### config.mk
export PLATFORM = sky130hd
export DESIGN_NAME = isf_device_flat
export DESIGN_NICKNAME = d
export VERILOG_FILES = /design/src/hdl/isf_pkg.sv /design/src/hdl/isf_link_if.sv /design/src/hdl/isf_device.sv /design/src/flat_wrapper.sv
export SDC_FILE = /design/constraint.sdc
export NUM_CORES = 1
export LEC_CHECK = 0
export BUFFER_PORTS_ARGS = -buffer_cell sky130_fd_sc_hd__buf_2
export CORE_UTILIZATION = 55
export CTS_CLUSTER_SIZE = 24
export DETAILED_ROUTE_END_ITERATION = 16
export PLACE_DENSITY = 0.74
export SYNTH_ARGS = -nofsm -noshare
export SYNTH_HDL_FRONTEND = slang
export SYNTH_SLANG_ARGS = --single-unit
### constraint.sdc
create_clock -name clock -period 13.55 [get_ports clock]
set_input_delay 0 -clock clock [delete_from_list [all_inputs] [get_ports clock]]
set_output_delay 0 -clock clock [all_outputs]
set_load 0.03 [all_outputs]
### src/hdl/isf_pkg.sv
// Constants and helpers shared by both ends of the inertial sample link
package isf_pkg;
   localparam int CLK_HZ         = 25_000_000;
   localparam int BAUD_BPS       = 460_800;
   localparam int BIT_CYCLES     = CLK_HZ / BAUD_BPS;
   localparam int SAMPLE_HZ      = 800;
   localparam int SAMPLE_CYCLES  = CLK_HZ / SAMPLE_HZ;
   localparam int COMP_CYCLES    = 64;
   localparam int TRIG_MIN_NS    = 1000;
   localparam int TRIG_CYCLES    = (TRIG_MIN_NS * (CLK_HZ / 1_000_000) + 999) / 1000;
   localparam int FIFO_WIDTH     = 8;
   localparam int FIFO_DEPTH     = 4;

   localparam logic [7:0] BIT_LAST      = 8'(BIT_CYCLES - 1);
   localparam logic [7:0] HALF_BIT      = 8'(BIT_CYCLES / 2 - 1);
   localparam logic [6:0] COMP_LOAD     = 7'(COMP_CYCLES);
   localparam logic [5:0] TRIG_LOAD     = 6'(TRIG_CYCLES);
   localparam logic [9:0] SUB_LAST      = 10'(SAMPLE_HZ - 1);
   localparam logic [9:0] SUB_HALF      = 10'(SAMPLE_HZ / 2);
   localparam logic [15:0] DECIM_RESET  = 16'h0008;

   localparam logic [5:0] IDX_ACC_DATA  = 6'h06;
   localparam logic [5:0] IDX_RATE_CODE = 6'h12;
   localparam logic [5:0] IDX_RATE_DATA = 6'h14;
   localparam logic [5:0] IDX_CSUM_HI   = 6'h20;
   localparam logic [5:0] IDX_CSUM_LO   = 6'h21;

   localparam logic [7:0] SYNC_BYTE     = 8'ha5;
   localparam logic [7:0] MSG_TYPE      = 8'ha2;
   localparam logic [7:0] PAYLOAD_LEN   = 8'h1c;
   localparam logic [7:0] CODE_ACCEL    = 8'h81;
   localparam logic [7:0] CODE_RATE     = 8'h82;
   localparam logic [7:0] FIELD_LEN     = 8'h0c;

   // Element 0..2 acceleration X,Y,Z; 3..5 angular rate X,Y,Z
   typedef logic [5:0][31:0] isf_vec_t;

   // Fixed framing byte at a message index: {is_fixed, value}
   function automatic logic [8:0] isf_hdr_byte(input logic [5:0] idx);
      logic [8:0] r;
      r = 9'h000;
      unique case (idx)
         6'h00, 6'h01: r = {1'b1, SYNC_BYTE};
         6'h02:        r = {1'b1, MSG_TYPE};
         6'h03:        r = {1'b1, PAYLOAD_LEN};
         6'h04:        r = {1'b1, CODE_ACCEL};
         6'h12:        r = {1'b1, CODE_RATE};
         6'h05, 6'h13: r = {1'b1, FIELD_LEN};
         default:      r = 9'h000;
      endcase
      return r;
   endfunction

   // Byte offset inside the six-word payload for a data index
   function automatic logic [5:0] isf_data_off(input logic [5:0] idx);
      return (idx < IDX_RATE_CODE) ? 6'(idx - IDX_ACC_DATA) : 6'(idx - IDX_RATE_DATA + 6'h0c);
   endfunction

   // Checksum blocks wrap modulo 256
   function automatic logic [7:0] isf_mod_add(input logic [7:0] a, input logic [7:0] b);
      return 8'(a + b);
   endfunction
endpackage

### src/hdl/isf_link_if.sv
// Link between the sensor module and its host controller
`timescale 1ns/10ps
`default_nettype none
interface isf_link_if;
   logic tx_diff_pos;
   logic tx_diff_neg;
   logic rx_diff_pos;
   logic rx_diff_neg;
   logic sample_validity_strobe;
   logic ext_trigger_in;
   logic gps_second_pulse_in;

   modport dev (
      output tx_diff_pos, tx_diff_neg, sample_validity_strobe,
      input  rx_diff_pos, rx_diff_neg, ext_trigger_in, gps_second_pulse_in
   );
   modport host (
      input  tx_diff_pos, tx_diff_neg, sample_validity_strobe,
      output rx_diff_pos, rx_diff_neg, ext_trigger_in, gps_second_pulse_in
   );
endinterface
`default_nettype wire

### src/hdl/isf_device.sv
// Sensor module end: sampling, framing, byte FIFO and serial ports
`timescale 1ns/10ps
`default_nettype none

module isf_fifo #(
   parameter int WIDTH = 8,
   parameter int DEPTH = 4
) (
   input  wire logic             clock,
   input  wire logic             rstn,
   input  wire logic             in_valid,
   output logic                  in_ready,
   input  wire logic [WIDTH-1:0] in_data,
   output logic                  out_valid,
   input  wire logic             out_ready,
   output logic      [WIDTH-1:0] out_data
);
   localparam int AW = $clog2(DEPTH);
   localparam int CW = $clog2(DEPTH + 1);
   logic [WIDTH-1:0] mem_r [DEPTH];
   logic [AW-1:0]    wr_ptr_r;
   logic [AW-1:0]    rd_ptr_r;
   logic [CW-1:0]    count_r;
   wire logic        push_w;
   wire logic        pop_w;

   assign in_ready  = count_r != CW'(DEPTH);
   assign out_valid = count_r != '0;
   assign out_data  = mem_r[rd_ptr_r];
   assign push_w    = in_valid & in_ready;
   assign pop_w     = out_valid & out_ready;

   always_ff @(posedge clock) begin
      if (push_w) begin
         mem_r[wr_ptr_r] <= in_data;
      end
   end

   always_ff @(posedge clock or negedge rstn) begin
      if (!rstn) begin
         wr_ptr_r <= '0;
         rd_ptr_r <= '0;
         count_r  <= '0;
      end else begin
         if (push_w) wr_ptr_r <= (wr_ptr_r == AW'(DEPTH - 1)) ? '0 : AW'(wr_ptr_r + 1'b1);
         if (pop_w) rd_ptr_r <= (rd_ptr_r == AW'(DEPTH - 1)) ? '0 : AW'(rd_ptr_r + 1'b1);
         count_r <= CW'(count_r + CW'(push_w) - CW'(pop_w));
      end
   end
endmodule

module isf_uart_tx
   import isf_pkg::*;
(
   input  wire logic       clock,
   input  wire logic       rstn,
   input  wire logic       byte_valid,
   output logic            byte_ready,
   input  wire logic [7:0] byte_data,
   output logic            line,
   output logic            busy
);
   logic [9:0] shift_r;
   logic [3:0] bits_r;
   logic [7:0] div_r;

   assign byte_ready = bits_r == 4'h0;
   assign busy       = !byte_ready;
   assign line       = shift_r[0];

   always_ff @(posedge clock or negedge rstn) begin
      if (!rstn) begin
         shift_r <= 10'h3ff;
         bits_r  <= 4'h0;
         div_r   <= 8'h00;
      end else if (byte_valid && byte_ready) begin
         shift_r <= {1'b1, byte_data, 1'b0};
         bits_r  <= 4'ha;
         div_r   <= BIT_LAST;
      end else if (busy) begin
         if (div_r == 8'h00) begin
            shift_r <= {1'b1, shift_r[9:1]};
            bits_r  <= bits_r - 4'h1;
            div_r   <= BIT_LAST;
         end else begin
            div_r <= div_r - 8'h01;
         end
      end
   end
endmodule

module isf_uart_rx
   import isf_pkg::*;
(
   input  wire logic       clock,
   input  wire logic       rstn,
   input  wire logic       line,
   output logic            byte_valid,
   output logic [7:0]      byte_data
);
   logic [3:0] bits_r;
   logic [7:0] div_r;
   logic [7:0] shift_r;

   always_ff @(posedge clock or negedge rstn) begin
      if (!rstn) begin
         bits_r     <= 4'h0;
         div_r      <= 8'h00;
         shift_r    <= 8'h00;
         byte_valid <= 1'b0;
         byte_data  <= 8'h00;
      end else begin
         byte_valid <= 1'b0;
         if (bits_r == 4'h0) begin
            if (!line) begin
               bits_r <= 4'ha;
               div_r  <= HALF_BIT;
            end
         end else if (div_r != 8'h00) begin
            div_r <= div_r - 8'h01;
         end else begin
            div_r  <= BIT_LAST;
            bits_r <= bits_r - 4'h1;
            if (bits_r == 4'ha && line) begin
               bits_r <= 4'h0; // Glitch, not a start bit
            end else if (bits_r == 4'h1) begin
               byte_valid <= line;
               byte_data  <= shift_r;
            end else if (bits_r != 4'ha) begin
               shift_r <= {line, shift_r[7:1]};
            end
         end
      end
   end
endmodule

// Summary of operation
// - 460800 baud, 8N1 in both directions
// - Validity strobe falls when a sample is taken
// - Normal mode: strobe rises after message stop bit, or at compensation end for a sample not sent
// - Trigger falling edge sends newest completed sample
// - Trigger mode: strobe rises when compensation ends
// - Trigger ignored until trigger mode is enabled
// - Second pulse rising edge rounds time to second
// - Internal sampling at fixed 800 per second
// - Message opens with two 0xa5 sync bytes
// - Then type 0xa2 and payload length 0x1c
// - Acceleration field: code 0x81, length 0x0c
// - Angular rate field follows: code 0x82
// - X,Y,Z order, each float sent MSB first
// - Fletcher-16 tail, high block then low block
// - Output rate is sample rate over decimation
module isf_device
   import isf_pkg::*;
#(
   parameter int SAMPLE_PERIOD = SAMPLE_CYCLES
) (
   input  wire logic        clock,
   input  wire logic        rstn,
   isf_link_if.dev          link,
   input  wire isf_vec_t    sensor_in,
   input  wire logic        trig_mode_en,
   input  wire logic [15:0] decimation,
   output logic      [7:0]  cmd_byte,
   output logic             cmd_byte_valid,
   output logic      [31:0] time_sec,
   output logic      [9:0]  time_sub,
   output logic             msg_active
);
   localparam int PW = $clog2(SAMPLE_PERIOD + 1);

   logic [2:0]  trig_sync_r;
   logic [2:0]  pps_sync_r;
   logic [1:0]  rx_sync_r;
   logic [PW-1:0] period_r;
   logic [6:0]  comp_r;
   logic [15:0] decim_r;
   logic        sel_r;
   logic        have_sample_r;
   logic        wait_tx_r;
   logic        tov_r;
   isf_vec_t    taken_r;
   isf_vec_t    newest_r;
   isf_vec_t    tx_vec_r;
   logic        fr_busy_r;
   logic        drain_r;
   logic [5:0]  idx_r;
   logic [7:0]  sum1_r;
   logic [7:0]  sum2_r;
   logic [31:0] sec_r;
   logic [9:0]  sub_r;

   wire logic       trig_fall_w;
   wire logic       pps_rise_w;
   wire logic       tick_w;
   wire logic       comp_done_w;
   wire logic       decim_hit_w;
   wire logic       start_norm_w;
   wire logic       start_trig_w;
   wire logic       push_w;
   wire logic       fifo_ready_w;
   wire logic       fifo_valid_w;
   wire logic       tx_ready_w;
   wire logic       tx_busy_w;
   wire logic       tx_line_w;
   wire logic       msg_done_w;
   wire logic [7:0] fifo_data_w;
   wire logic [8:0] hdr_w;
   wire logic [5:0] off_w;
   wire logic [31:0] word_w;
   wire logic [7:0] s1_nxt;
   wire logic [7:0] s2_nxt;
   logic      [7:0] cur_byte;

   assign trig_fall_w  = trig_sync_r[2] & ~trig_sync_r[1] & trig_mode_en;
   assign pps_rise_w   = ~pps_sync_r[2] & pps_sync_r[1];
   assign tick_w       = period_r == '0;
   assign comp_done_w  = comp_r == 7'h01;
   assign decim_hit_w  = decim_r == 16'h0000;
   assign start_norm_w = comp_done_w & sel_r & !fr_busy_r & !drain_r;
   assign start_trig_w = trig_fall_w & have_sample_r & !fr_busy_r & !drain_r & !start_norm_w;
   assign push_w       = fr_busy_r & fifo_ready_w;
   assign msg_done_w   = drain_r & !fifo_valid_w & !tx_busy_w;
   assign hdr_w        = isf_hdr_byte(idx_r);
   assign off_w        = isf_data_off(idx_r);
   assign word_w       = tx_vec_r[off_w[4:2]];
   assign s1_nxt       = isf_mod_add(sum1_r, cur_byte);
   assign s2_nxt       = isf_mod_add(sum2_r, s1_nxt);

   always_comb begin
      cur_byte = word_w[8*(3 - off_w[1:0]) +: 8];
      if (hdr_w[8]) cur_byte = hdr_w[7:0];
      if (idx_r == IDX_CSUM_HI) cur_byte = sum1_r;
      if (idx_r == IDX_CSUM_LO) cur_byte = sum2_r;
   end

   // Trigger and second pulse take three stages: the first two synchronise, the third only remembers the old level; the receive line takes two
   always_ff @(posedge clock or negedge rstn) begin
      if (!rstn) begin
         trig_sync_r <= 3'h7;
         pps_sync_r  <= 3'h0;
         rx_sync_r   <= 2'h3;
      end else begin
         trig_sync_r <= {trig_sync_r[1:0], link.ext_trigger_in};
         pps_sync_r  <= {pps_sync_r[1:0], link.gps_second_pulse_in};
         rx_sync_r   <= {rx_sync_r[0], link.rx_diff_pos & ~link.rx_diff_neg};
      end
   end

   always_ff @(posedge clock or negedge rstn) begin
      if (!rstn) begin
         period_r      <= '0;
         comp_r        <= 7'h00;
         decim_r       <= 16'h0000;
         sel_r         <= 1'b0;
         have_sample_r <= 1'b0;
         taken_r       <= '0;
         newest_r      <= '0;
      end else begin
         period_r <= tick_w ? PW'(SAMPLE_PERIOD - 1) : PW'(period_r - 1'b1);
         if (comp_r != 7'h00) comp_r <= comp_r - 7'h01;
         if (comp_done_w) begin
            newest_r      <= taken_r;
            have_sample_r <= 1'b1;
         end
         if (tick_w) begin
            taken_r <= sensor_in;
            comp_r  <= COMP_LOAD;
            sel_r   <= decim_hit_w & !trig_mode_en & (decimation != 16'h0000);
            decim_r <= (decim_hit_w && decimation != 16'h0000) ? 16'(decimation - 16'h0001)
                       : (decim_hit_w ? 16'h0000 : 16'(decim_r - 16'h0001));
         end
      end
   end

   // Strobe: a new sample's fall beats any rise in the same cycle
   always_ff @(posedge clock or negedge rstn) begin
      if (!rstn) begin
         tov_r     <= 1'b1;
         wait_tx_r <= 1'b0;
      end else if (tick_w) begin
         tov_r     <= 1'b0;
         wait_tx_r <= 1'b0;
      end else if (start_norm_w) begin
         wait_tx_r <= 1'b1;
      end else if (comp_done_w && !wait_tx_r) begin
         tov_r <= 1'b1;
      end else if (wait_tx_r && msg_done_w) begin
         tov_r     <= 1'b1;
         wait_tx_r <= 1'b0;
      end
   end

   always_ff @(posedge clock or negedge rstn) begin
      if (!rstn) begin
         fr_busy_r <= 1'b0;
         drain_r   <= 1'b0;
         idx_r     <= 6'h00;
         sum1_r    <= 8'h00;
         sum2_r    <= 8'h00;
         tx_vec_r  <= '0;
      end else if (start_norm_w || start_trig_w) begin
         tx_vec_r  <= start_norm_w ? taken_r : newest_r;
         fr_busy_r <= 1'b1;
         idx_r     <= 6'h00;
         sum1_r    <= 8'h00;
         sum2_r    <= 8'h00;
      end else begin
         if (msg_done_w) drain_r <= 1'b0;
         if (push_w) begin
            idx_r <= idx_r + 6'h01;
            if (idx_r < IDX_CSUM_HI) begin
               sum1_r <= s1_nxt;
               sum2_r <= s2_nxt;
            end
            if (idx_r == IDX_CSUM_LO) begin
               fr_busy_r <= 1'b0;
               drain_r   <= 1'b1;
            end
         end
      end
   end

   always_ff @(posedge clock or negedge rstn) begin
      if (!rstn) begin
         sec_r <= 32'h0;
         sub_r <= 10'h0;
      end else if (pps_rise_w) begin
         sub_r <= 10'h0;
         if (sub_r >= SUB_HALF) sec_r <= sec_r + 32'h1;
      end else if (tick_w) begin
         sub_r <= (sub_r == SUB_LAST) ? 10'h0 : sub_r + 10'h1;
         if (sub_r == SUB_LAST) sec_r <= sec_r + 32'h1;
      end
   end

   // The FIFO soaks up framer bytes while the slow serialiser stalls it
   isf_fifo #(.WIDTH(FIFO_WIDTH), .DEPTH(FIFO_DEPTH)) u_fifo (
      .clock     (clock),
      .rstn      (rstn),
      .in_valid  (fr_busy_r),
      .in_ready  (fifo_ready_w),
      .in_data   (cur_byte),
      .out_valid (fifo_valid_w),
      .out_ready (tx_ready_w),
      .out_data  (fifo_data_w)
   );

   isf_uart_tx u_tx (
      .clock      (clock),
      .rstn       (rstn),
      .byte_valid (fifo_valid_w),
      .byte_ready (tx_ready_w),
      .byte_data  (fifo_data_w),
      .line       (tx_line_w),
      .busy       (tx_busy_w)
   );

   isf_uart_rx u_rx (
      .clock      (clock),
      .rstn       (rstn),
      .line       (rx_sync_r[1]),
      .byte_valid (cmd_byte_valid),
      .byte_data  (cmd_byte)
   );

   assign link.tx_diff_pos            = tx_line_w;
   assign link.tx_diff_neg            = ~tx_line_w;
   assign link.sample_validity_strobe = tov_r;
   assign time_sec                    = sec_r;
   assign time_sub                    = sub_r;
   assign msg_active                  = fr_busy_r | drain_r;
endmodule
`default_nettype wire

### src/flat_wrapper.sv
// flat-port wrapper written by rule: the top's interface ports become plain ports
module isf_device_flat import isf_pkg::*;
#(
   parameter int SAMPLE_PERIOD = SAMPLE_CYCLES
)
  (clock, rstn, sensor_in, trig_mode_en, decimation, cmd_byte, cmd_byte_valid, time_sec, time_sub, msg_active, link_tx_diff_pos, link_tx_diff_neg, link_sample_validity_strobe, link_rx_diff_pos, link_rx_diff_neg, link_ext_trigger_in, link_gps_second_pulse_in);
  isf_link_if link_i ();
  input  wire logic clock;
  input  wire logic rstn;
  input  wire isf_vec_t sensor_in;
  input  wire logic trig_mode_en;
  input  wire logic [15:0] decimation;
  output logic      [7:0] cmd_byte;
  output logic cmd_byte_valid;
  output logic      [31:0] time_sec;
  output logic      [9:0] time_sub;
  output logic msg_active;
  output wire logic [$bits(link_i.tx_diff_pos)-1:0] link_tx_diff_pos;
  output wire logic [$bits(link_i.tx_diff_neg)-1:0] link_tx_diff_neg;
  output wire logic [$bits(link_i.sample_validity_strobe)-1:0] link_sample_validity_strobe;
  input wire logic [$bits(link_i.rx_diff_pos)-1:0] link_rx_diff_pos;
  input wire logic [$bits(link_i.rx_diff_neg)-1:0] link_rx_diff_neg;
  input wire logic [$bits(link_i.ext_trigger_in)-1:0] link_ext_trigger_in;
  input wire logic [$bits(link_i.gps_second_pulse_in)-1:0] link_gps_second_pulse_in;
  assign link_tx_diff_pos = link_i.tx_diff_pos;
  assign link_tx_diff_neg = link_i.tx_diff_neg;
  assign link_sample_validity_strobe = link_i.sample_validity_strobe;
  assign link_i.rx_diff_pos = link_rx_diff_pos;
  assign link_i.rx_diff_neg = link_rx_diff_neg;
  assign link_i.ext_trigger_in = link_ext_trigger_in;
  assign link_i.gps_second_pulse_in = link_gps_second_pulse_in;
  isf_device #(.SAMPLE_PERIOD(SAMPLE_PERIOD)) u_core (.clock(clock), .rstn(rstn), .link(link_i), .sensor_in(sensor_in), .trig_mode_en(trig_mode_en), .decimation(decimation), .cmd_byte(cmd_byte), .cmd_byte_valid(cmd_byte_valid), .time_sec(time_sec), .time_sub(time_sub), .msg_active(msg_active));
endmodule
==> Yosys cells after proc, flatten, opt, wreduce, memory -nomap -nowiden <==
Memory sizes are Yosys's and may differ from the RTL's.
Cells that the tools add are included.
{ "totals": {"ff_bits": 750, "word_cells": 221, "mem_bits_ro": 256, "mem_bits_rw": 32, "n_memories": 2, "output_inout_bits": 55, "in_bits": 215} }
{ "classes": {"n_eq_ne": 16, "magnitude_cmp": 4, "n_bitwise": 26, "shift": 1, "n_mux": 66, "n_reduce_logical": 39, "add_sub_neg": 21} }
{ "memory_table": {"columns": ["name", "depth", "word_bits", "rd", "rd_ports_with_merged_regs", "write_ports", "line", "source"], "rows": [
  ["(name not given)", 32, 8, 1, 0, 0, "isf_pkg.sv:42", "unique case (idx)"],
  ["u_core.u_fifo.mem_r", 4, 8, 1, 0, 1, "isf_device.sv:20", "logic [WIDTH-1:0] mem_r [DEPTH];"]
]} }
{ "op_table": {"columns": ["operator", "count"], "rows": [
  ["192-bit 2-to-1 mux", 1],
  ["32-bit 2-to-1 mux", 5],
  ["8-bit 2-to-1 mux", 15],
  ["32-bit binary-select mux with 3-bit select", 1],
  ["10-bit 2-to-1 mux", 6],
  ["32-bit by 33-bit variable part select with 8-bit output", 1],
  ["32-bit by 1-bit adder with 32-bit output, second input constant", 1],
  ["16-bit 2-to-1 mux", 2],
  ["16-bit by 1-bit subtractor with 16-bit output, second input constant", 2],
  ["4-bit 2-to-1 mux", 7],
  ["1-bit 2-to-1 mux", 20],
  ["1-bit AND", 17],
  ["8-bit adder", 2],
  ["16-bit logical NOT", 1],
  ["16-bit nonzero test", 1],
  ["8-bit by 1-bit subtractor with 8-bit output, second input constant", 2],
  ["15-bit logical NOT", 1],
  ["15-bit 2-to-1 mux", 1],
  ["15-bit by 1-bit subtractor with 15-bit output, second input constant", 1],
  ["7-bit 2-to-1 mux", 2],
  ["2-bit nonzero test", 7],
  ["6-bit equality test, second input constant", 2],
  ["6-bit 2-to-1 mux", 2],
  ["2-bit AND reduction", 6],
  ["41 further kinds", 67]
]} }

==> Longest topological paths before layout <==
Gate-level depths: netlist (run 1).
{ "depth": {"depth_word": 14, "depth_mapped": 30, "ltp_nobuf": 27} }

==> Hierarchy <==
A second synthesis (run 1) with hierarchy kept.
{ "unflattened": {"cells_unflattened": 3684, "area_unflattened_um2": 35525.3} }
{ "by_module_without_submodules": {"columns": ["module", "seq_area_each_um2", "area_per_inst_um2", "cells_per_inst", "instances"], "rows": [
  ["isf_device", 17324.1, 31436.4, 3377, 1],
  ["isf_fifo", 1136.1, 1602.8, 81, 1],
  ["isf_uart_rx", 725.7, 1377.6, 116, 1],
  ["isf_uart_tx", 536.8, 1108.6, 110, 1]
]} }

==> Least setup slack after synthesis (run 1) <==
OpenSTA, ideal clock, no wires.
{ "synth_timing": {"kind": "register -> register", "startpoint": "register u_core.idx_r[2]", "endpoint": "register u_core.sum2_r[7]", "setup_time_ns": 0.125, "path_slack_ns": 7.676, "arrival_time_ns": 5.749, "period_less_slack_ns": 5.874, "n_path_buf": 4, "required_time_ns": 13.425, "path_stages_with_launch": 30, "cell_sequence": "dfrtp_1 > buf_2 > clkbuf_1 > inv_1 > ha_1 > nor2b_1 > a21o_1 > buf_2 > buf_2 > mux4_2 > mux4_2 > nand2_1 > o21ai_0 > o211ai_1 > a21oi_1 > ha_1 > inv_1 > fa_1 > inv_1 > ha_1 > a21o_1 > a21oi_1 > o21bai_1 > a21oi_1 > o21bai_1 > a21oi_1 > xnor2_1 > xnor2_1 > nand2_1 > mux2i_1"} }
{ "synth_via": {"elab_chain_cells": 14, "word_cells_on_any_way": 24, "cone_classes": "add/sub: 6; order compare: 2; eq/ne: 2; shift: 1; mux: 10; reduce/logical: 2; memory: 1"} }
{ "synth_lines": {"columns": ["element", "line", "source"], "rows": [
  ["from (decl)", "isf_device.sv:187", "logic [5:0] idx_r;"],
  ["from (signal assigned)", "isf_device.sv:311", "idx_r <= idx_r + 6'h01;"],
  ["5-bit subtractor", "isf_pkg.sv:56", "return (idx < IDX_RATE_CODE) ? 6'(idx - IDX_ACC_DATA) : 6'(idx - IDX_RATE_DATA + 6'h0c);"],
  ["5-bit by 4-bit adder with 5-bit output", "isf_pkg.sv:56", null],
  ["5-bit 2-to-1 mux", "isf_pkg.sv:56", null],
  ["32-bit binary-select mux with 3-bit select", "isf_device.sv:226", "assign word_w = tx_vec_r[off_w[4:2]];"],
  ["32-bit 2-to-1 mux (not written as such)", "isf_device.sv:226", null],
  ["32-bit by 33-bit variable part select with 8-bit output", "isf_device.sv:231", "cur_byte = word_w[8*(3 - off_w[1:0]) +: 8];"],
  ["8-bit 2-to-1 mux", "isf_device.sv:232", "if (hdr_w[8]) cur_byte = hdr_w[7:0];"],
  ["8-bit 2-to-1 mux", "isf_device.sv:233", "if (idx_r == IDX_CSUM_HI) cur_byte = sum1_r;"],
  ["8-bit 2-to-1 mux *", "isf_device.sv:234", "if (idx_r == IDX_CSUM_LO) cur_byte = sum2_r;"],
  ["via u_core.cur_byte[0]", "isf_device.sv:213", "logic [7:0] cur_byte;"],
  ["8-bit adder * (2 in a row)", "isf_pkg.sv:61", "return 8'(a + b);"],
  ["8-bit 2-to-1 mux *", "isf_device.sv:312", "if (idx_r < IDX_CSUM_HI) begin"],
  ["8-bit 2-to-1 mux *", "isf_device.sv:310", "if (push_w) begin"],
  ["8-bit 2-to-1 mux *", "isf_device.sv:302", "end else if (start_norm_w || start_trig_w) begin"],
  ["to (signal assigned)", "isf_device.sv:314", "sum2_r <= s2_nxt;"],
  ["to (decl)", "isf_device.sv:189", "logic [7:0] sum2_r;"]
]} }
Mark *: on every way through the listed nets, which the timed path passes. The rest lies on a longest branch. The select of a mux whose other input is x is not followed.
A chain may end at the register's enable or synchronous reset.

==> Worst setup path after layout (run 1) <==
Ends and elaborated chain as after synthesis.

==> results_dict.tcl, run 1 <==
set metrics [dict create \
    final.setup.worst_slack_ns 6.59 \
    cp.depth 25 \
    cellPowerDensity_mw_per_mm2 118 \
    route.met3.wl_microns 6050 \
    synthesis.area_sq_mm 0.0352 \
    io_pins 270 \
    hold_class "in -> async" \
    max_freq_ghz 0.144 \
    finalNonFillerCells 4972 \
    drtAntennaViolNets 0 \
    synth_top_cell_area_share_pct 52.1 \
    cp-end-kind "flip-flop" \
    ys_types 74 \
    routedWlPerCell_microns 18.5 \
    cts_max_path_buffers 3 \
    cts.sinks 781 \
    crit_slowest_cell "a21o_2" \
    dr.pass1.iters 6 \
    r2r_end "u_core.sum2_r[7]" \
    hold_viol_final 0 \
    synth_simple_gate_area_share_pct 20.1 \
    grt_pass1_wl_microns 147000 \
    slowest_delay_ns 0.83 \
    status "finished, final reports clean" \
    io_buffers 269 \
    layout.nets 4332 \
    synth_compound_area_share_pct 6.61 \
    dp_slack_ns 6.67 \
    dp_hpwl_microns 56300 \
    gp_congestion 0.905 \
    wl_met1_microns 39900 \
    finalCritPeriodShare_pct 51.4 \
    grt_max_degree 185 \
    r2r_cells 25 \
    path_buf_inv 3 \
    synth.largest_area_cell "dfrtp_1" \
    setup_viol 0 \
    drc 0 \
    dp_cells 4602 \
    ir_worst_vdd_mv 0.101 \
    routed.top_layer "met4" \
    wl_met2_microns 42500 \
    post_cts_buffers 0 \
    startpoint_type "flip-flop" \
    multi_input_area_sq_mm 0.0145 \
    cts_tree "built" \
    path_class "reg -> reg" \
    regToRegSetupSlack_ns 6.59 \
    antenna_found_initial 0 \
    root_buffer "clkbuf_16" \
    ys_warn_count 0 \
    yosys-top-cells-count "nand2_1 (1275), dfrtp_1 (734), nor2_1 (298), a21oi_1 (263), mux2i_1 (230)" \
    drt_iter0_drc 2444 \
    wirelength_microns 92200 \
    diodes 0 \
    fin_area_sq_mm 0.0421 \
    finalSetupTns_ns 0 \
    crit_arrival_ns 7.46 \
    syn_avg_cell_area_sq_um 9.62 \
    row_count 92 \
    synthArstFlopShare_pct 95.9 \
    crit_fanout 34 \
    rsz0062_at_grt "false" \
    h-tree-depth 3 \
    cp_data_required_time_ns 14.05 \
    global_route.usage.total_pct 28.8 \
    tightest_slew_ns 1.26 \
    initial_utilization_pct 55.8 \
    core-area_sq_mm 0.0632 \
    synthTopCellsByArea "dfrtp_1 (52%), nand2_1 (14%), mux2i_1 (6.5%)" \
    clk_pin_slew_ns 0.06 \
    clk_latency_ns 0.63 \
    viasPerCell 5.59 \
    cap_violations 0 \
    crit_top_cell "a21oi_1" \
    regArea_sq_mm 0.0197 \
    hold_ws_ns 0.0397 \
    min_period_ns 6.96 \
    synth_xor_area_share_pct 2.04 \
    leakage_nw 19.8 \
    grt.overflow.total 0 \
    maxSlewViolCount 0 \
    grt_pass1_vias 26884 \
    path_delay_family "compound AO/OA/AOI/OAI gates" \
    synthMuxAreaShare_pct 10.4 \
    skew_ns 0.0317 \
    cts_made_buffers 81 \
    synth-edff-count 32 \
    crit_path_start "u_core.idx_r[2]" \
    dieArea_sq_mm 0.0651 \
    ys_ff_latch 781 \
    syn_nets 3932 \
    die_y_microns 255 \
    yosysMostFrequentCell "nand2_1" \
    vias 27771 \
    fill_cells 4768 \
    area_growth_pct 19.5 \
    synth_cells 3662 \
    synthAdderAreaFrac_pct 2.02 \
    slew_headroom_pct 15.7 \
    synthFlopType "dfrtp_1" \
    die_w_microns 255 \
    yosysSeqAreaShare_pct 56.0 \
    drive_gt1_share_pct 12.9 \
    place_area_sq_mm 0.0372 \
    synth_top_family_by_area "simple AND/OR/NAND/NOR gates" \
    r2r-start "u_core.idx_r[2]" \
]
## metal layers
metal	GRT usage, %	vias up
met3	4.35	246
li1	-	12922
met1	40.8	13584
met4	12.6	0
met5	0	-
met2	44.4	1019
## cell families (layout without fill, tap and decap cells)
family | count (synthesis) | after routing
AND/OR/NAND/NOR | 1761 | 1761
flip-flops | 781 | 781
AO/OA/AOI/OAI | 420 | 420
multiplexers | 301 | 301
buffers and inverters | 262 | 726
XOR/XNOR | 82 | 82
adder cells (fa/ha/maj) | 55 | 55
## repair_timing
item	4_1_cts	5_1_grt
hold buffers	223	0
endpoints found under the hold margin	314	0
gates resized for setup	0	0
## cell usage in the layout (no fill, tap or decap), types with 21 or more instances in the layout
cell type	count
nor3_1	32
a21oi_1	262
clkbuf_16	85
mux4_2	51
xnor2_1	55
dlygate4sd3_1	223
nand2_1	1275
nand3_1	44
inv_1	61
edfxtp_1	32
buf_2	268
xor2_1	27
mux2i_1	230
dfrtp_1	734
buf_4	21
nor2_1	297
ha_1	52
o21ai_0	78
## how the worst max path moves through the flow
stage / to / slack (ns)
3_5_place_dp: u_core.sum2_r[7] / 6.67
5_1_grt: u_core.sum2_r[7] / 6.09
4_1_cts: u_core.sum2_r[7] / 6.62
6_report: u_core.sum2_r[7] / 6.59
2_1_floorplan: u_core.sum2_r[7] / 7.68
3_3_place_gp: u_core.sum2_r[7] / 6.79
## cell type report
class	count	area share (%)
multi-input cells	2619	34.5
clock inverters	30	0.766
repair buffers	517	9.08
well taps	846	2.51
inverters	62	0.552
clock buffers	117	5.74
flip-flops and latches	781	46.8
## flip-flops by register name, summed over array words and instances (netlist names), 3 cells and up
signal,flops
u_core.time_sub,10
u_core.trig_sync_r,3
u_core.u_rx.shift_r,8
u_core.u_rx.byte_data,8
u_core.u_fifo.count_r,3
u_core.time_sec,32
u_core.idx_r,6
u_core.taken_r,192
u_core.comp_r,7
u_core.period_r,15
u_core.decim_r,16
u_core.u_rx.div_r,8
u_core.newest_r,192
u_core.u_fifo.mem_r,32
u_core.u_tx.shift_r,9
u_core.u_tx.div_r,8
u_core.u_tx.bits_r,4
u_core.pps_sync_r,3
u_core.sum1_r,8
u_core.tx_vec_r,192
u_core.u_rx.bits_r,4
u_core.sum2_r,8
## report_power, final
group          internal [W]  switching [W]  leakage, nW
Clock               0.00134       0.000938         1.34
Sequential          0.00239      0.0000489         9.02
Combinational      0.000114       0.000129         9.40
## per-stage QoR
| stage | util, % | power (W) |
|---|---|---|
| after floorplan | - | 0.00255 |
| after global placement | 58.8 | 0.00267 |
| after detailed placement | 58.8 | 0.00267 |
| after CTS | 66.7 | 0.00499 |
| after global routing | 66.7 | 0.00511 |
| final | 66.7 | 0.00496 |
(Power assumes the default switching activity.)
==> inputs of run 2 (changes only) <==
Settings changed: ABC_AREA from default to 1.
Clock period 13.55 ns to 6.7 ns, I/O delays scaled along.
==> run 2 against run 1 <==
  * The flow now finishes with violations (hold timing)
  * Clock power rose by 110%
  * Die area rose by 1.0%
  * Routed wire length rose by 6.8%
  * Final area rose by 1.2%
  * Critical path type unchanged
  * Non-clock buffer count rose by 15
  * Utilization rose by 0.45 points
  * Synthesized area rose by 1.0%
  * Worst setup slack got worse by 5.9 ns
  * Largest power group unchanged
==> results_dict.tcl, run 2 <==
set metrics [dict create \
    row_count 92 \
    cp_data_required_time_ns 7.26 \
    core-area_sq_mm 0.0635 \
    rsz0062_at_grt "false" \
    grt_max_degree 188 \
    crit_arrival_ns 6.54 \
    viasPerCell 5.58 \
    yosys-top-cells-count "nand2_1 (1302), dfrtp_1 (734), inv_1 (417), o21ai_0 (330), nand3_1 (260)" \
    drt_iter0_drc 3240 \
    synth.largest_area_cell "dfrtp_1" \
    crit_fanout 43 \
    ys_types 61 \
    multi_input_area_sq_mm 0.0134 \
    yosysMostFrequentCell "nand2_1" \
    clk_pin_slew_ns 0.07 \
    synth-edff-count 32 \
    tightest_slew_ns 1.12 \
    yosysSeqAreaShare_pct 55.4 \
    status "complete, but fails checks" \
    power_w 0.0102 \
    post_cts_buffers 0 \
    finalCritPeriodShare_pct 89.2 \
    crit_end "u_core.sum2_r[7]" \
    leakage_nw 20.4 \
    clk_latency_ns 0.64 \
    dp_hpwl_microns 62200 \
    ys_ff_latch 781 \
    skew_ns 0.0236 \
    ir_worst_vdd_mv 0.176 \
    synth_cells 4106 \
    initial_utilization_pct 56.0 \
    r2r_cells 29 \
    cts.sinks 781 \
    synthTopCellsByArea "dfrtp_1 (52%), nand2_1 (14%), o21ai_0 (4.6%)" \
    hold_viol_final 10 \
    io_pins 270 \
    wirelength_microns 98500 \
    crit_slowest_cell "nand2_2" \
    regToRegSetupSlack_ns 0.72 \
    path_delay_family "simple AND/OR/NAND/NOR gates" \
    antenna_found_initial 3 \
    dr.pass1.iters 5 \
    synth_top_cell_area_share_pct 51.6 \
    min_period_ns 5.98 \
    final_cell_mix "nand2_1 (1300), dfrtp_1 (734), inv_1 (417)" \
    synthArstFlopShare_pct 95.9 \
    final_common_cell "nand2_1" \
    r2r_end "u_core.sum2_r[7]" \
    cp.depth 29 \
    h-tree-depth 3 \
    hold_ws_ns -0.0184 \
    finalSetupTns_ns 0 \
    regArea_sq_mm 0.0197 \
    gp_congestion 0.926 \
    slowest_delay_ns 0.63 \
    maxSlewViolCount 0 \
    io_buffers 269 \
    slew_headroom_pct 25.1 \
    max_freq_ghz 0.167 \
    crit_path_start "u_core.idx_r[2]" \
    path_class "reg -> reg" \
    failed_checks "hold timing" \
    hold_class "in -> async" \
    grt_pass1_wl_microns 159000 \
    layout.nets 4772 \
    drtAntennaViolNets 0 \
    vias 30205 \
    cellPowerDensity_mw_per_mm2 239 \
    grt_pass1_vias 29249 \
    die_w_microns 256 \
    area_growth_pct 19.8 \
    syn_avg_cell_area_sq_um 8.67 \
    cts_tree "built" \
    dieArea_sq_mm 0.0657 \
    root_buffer "clkbuf_16" \
    synthFlopType "dfrtp_1" \
    utilization_pct 67.1 \
    drive_gt1_share_pct 10.7 \
    synthesis.area_sq_mm 0.0356 \
    r2r-start "u_core.idx_r[2]" \
    top_regs "u_core.newest_r: 192 flops, u_core.taken_r: 192 flops, u_core.tx_vec_r: 192 flops" \
    cp-end-kind "flip-flop" \
    die_y_microns 256 \
    ys_warn_count 0 \
    setup_viol 0 \
    startpoint_type "flip-flop" \
    syn_nets 4376 \
    global_route.usage.total_pct 30.2 \
    routedWlPerCell_microns 18.2 \
    fill_cells 4970 \
    drc 0 \
    path_buf_inv 6 \
    cts_made_buffers 82 \
    cts_max_path_buffers 3 \
    cap_violations 0 \
    grt.overflow.total 0 \
]
run 2: changes by cell type after synthesis, sizes merged, moves of 40 or more:
cell / before / now
inv: 61 / 424
a21oi: 263 / 67
o311ai: 1 / 60
o21ai: 83 / 352
mux2i: 230 / 0
o211ai: 3 / 137
o221ai: 0 / 40
nand3: 45 / 265
nor2: 302 / 168
mux4: 51 / 0
run 2: worst min-delay path by stage:
stage	end	slack (ns)	cells after the start
after global routing	u_core.u_rx.byte_data[0]	0.03	2
after CTS	u_core.u_rx.byte_data[0]	0.007	2
after global placement	u_core.u_rx.byte_data[0]	0.07	1
after detailed placement	u_core.u_rx.byte_data[0]	0.08	1
final	u_core.u_rx.byte_data[1]	-0.02	2
after floorplan	u_core.comp_r[0]	-0.30	0
run 2: metrics by stage:
stage | area (sq um) | std cells | worst slack, ns
CTS | 42600 | 5414 | 0.765
global placement | 37600 | 5037 | 0.975
floorplan | 35600 | 4106 | 1.93
finish | 42600 | 5417 | 0.722
detailed placement | 37600 | 5037 | 0.779
global route | 42600 | 5417 | 0.00401
run 2: logic make-up (layout without fill, tap and decap cells):
family	count (synthesis)	in the layout	synth area share (%)
xor+xnor	82	82	2.02
compound gates	723	723	12.7
other cells	0	3	0
buf+inv	651	1113	6.98
flops	781	781	55.4
fa+ha+maj	55	55	2.00
mux	1	1	0.0316
simple gates	1813	1813	20.9
run 2: cell type report:
class	instances	area share [%]
flip-flops and latches	781	46.2
multi-input cells	2674	31.5
repair buffers	532	9.32
clock buffers	127	5.78
inverters	431	3.83
well taps	846	2.48
clock inverters	23	0.804
diodes	3	0.0176
run 2: where the power goes:
group	switching [W]	total [W]	internal, W	leakage (nW)
clock	0.00190	0.00471	0.00281	1.37
sequential	0.0000887	0.00494	0.00485	9.09
combinational	0.000322	0.000564	0.000242	9.93
total	0.00231	0.0102	0.00790	20.4
run 2: timing repair:
| action | in CTS | in global routing |
|---|---|---|
| endpoints found under the setup margin | 0 | 1 |
| resized for setup | 0 | 1 |
| hold buffers | 227 | 0 |
| hold endpoints to repair | 302 | 0 |
run 2: metal layers:
| layer | global-route usage (%) | up-vias | part of all wire, % |
|---|---|---|---|
| li1 | - | 14237 | - |
| met1 | 42.7 | 14724 | 43 |
| met2 | 47.7 | 1049 | 47 |
| met3 | 4.52 | 195 | 6.8 |
| met4 | 10.5 | 0 | 3.3 |
| met5 | 0 | - | 0 |
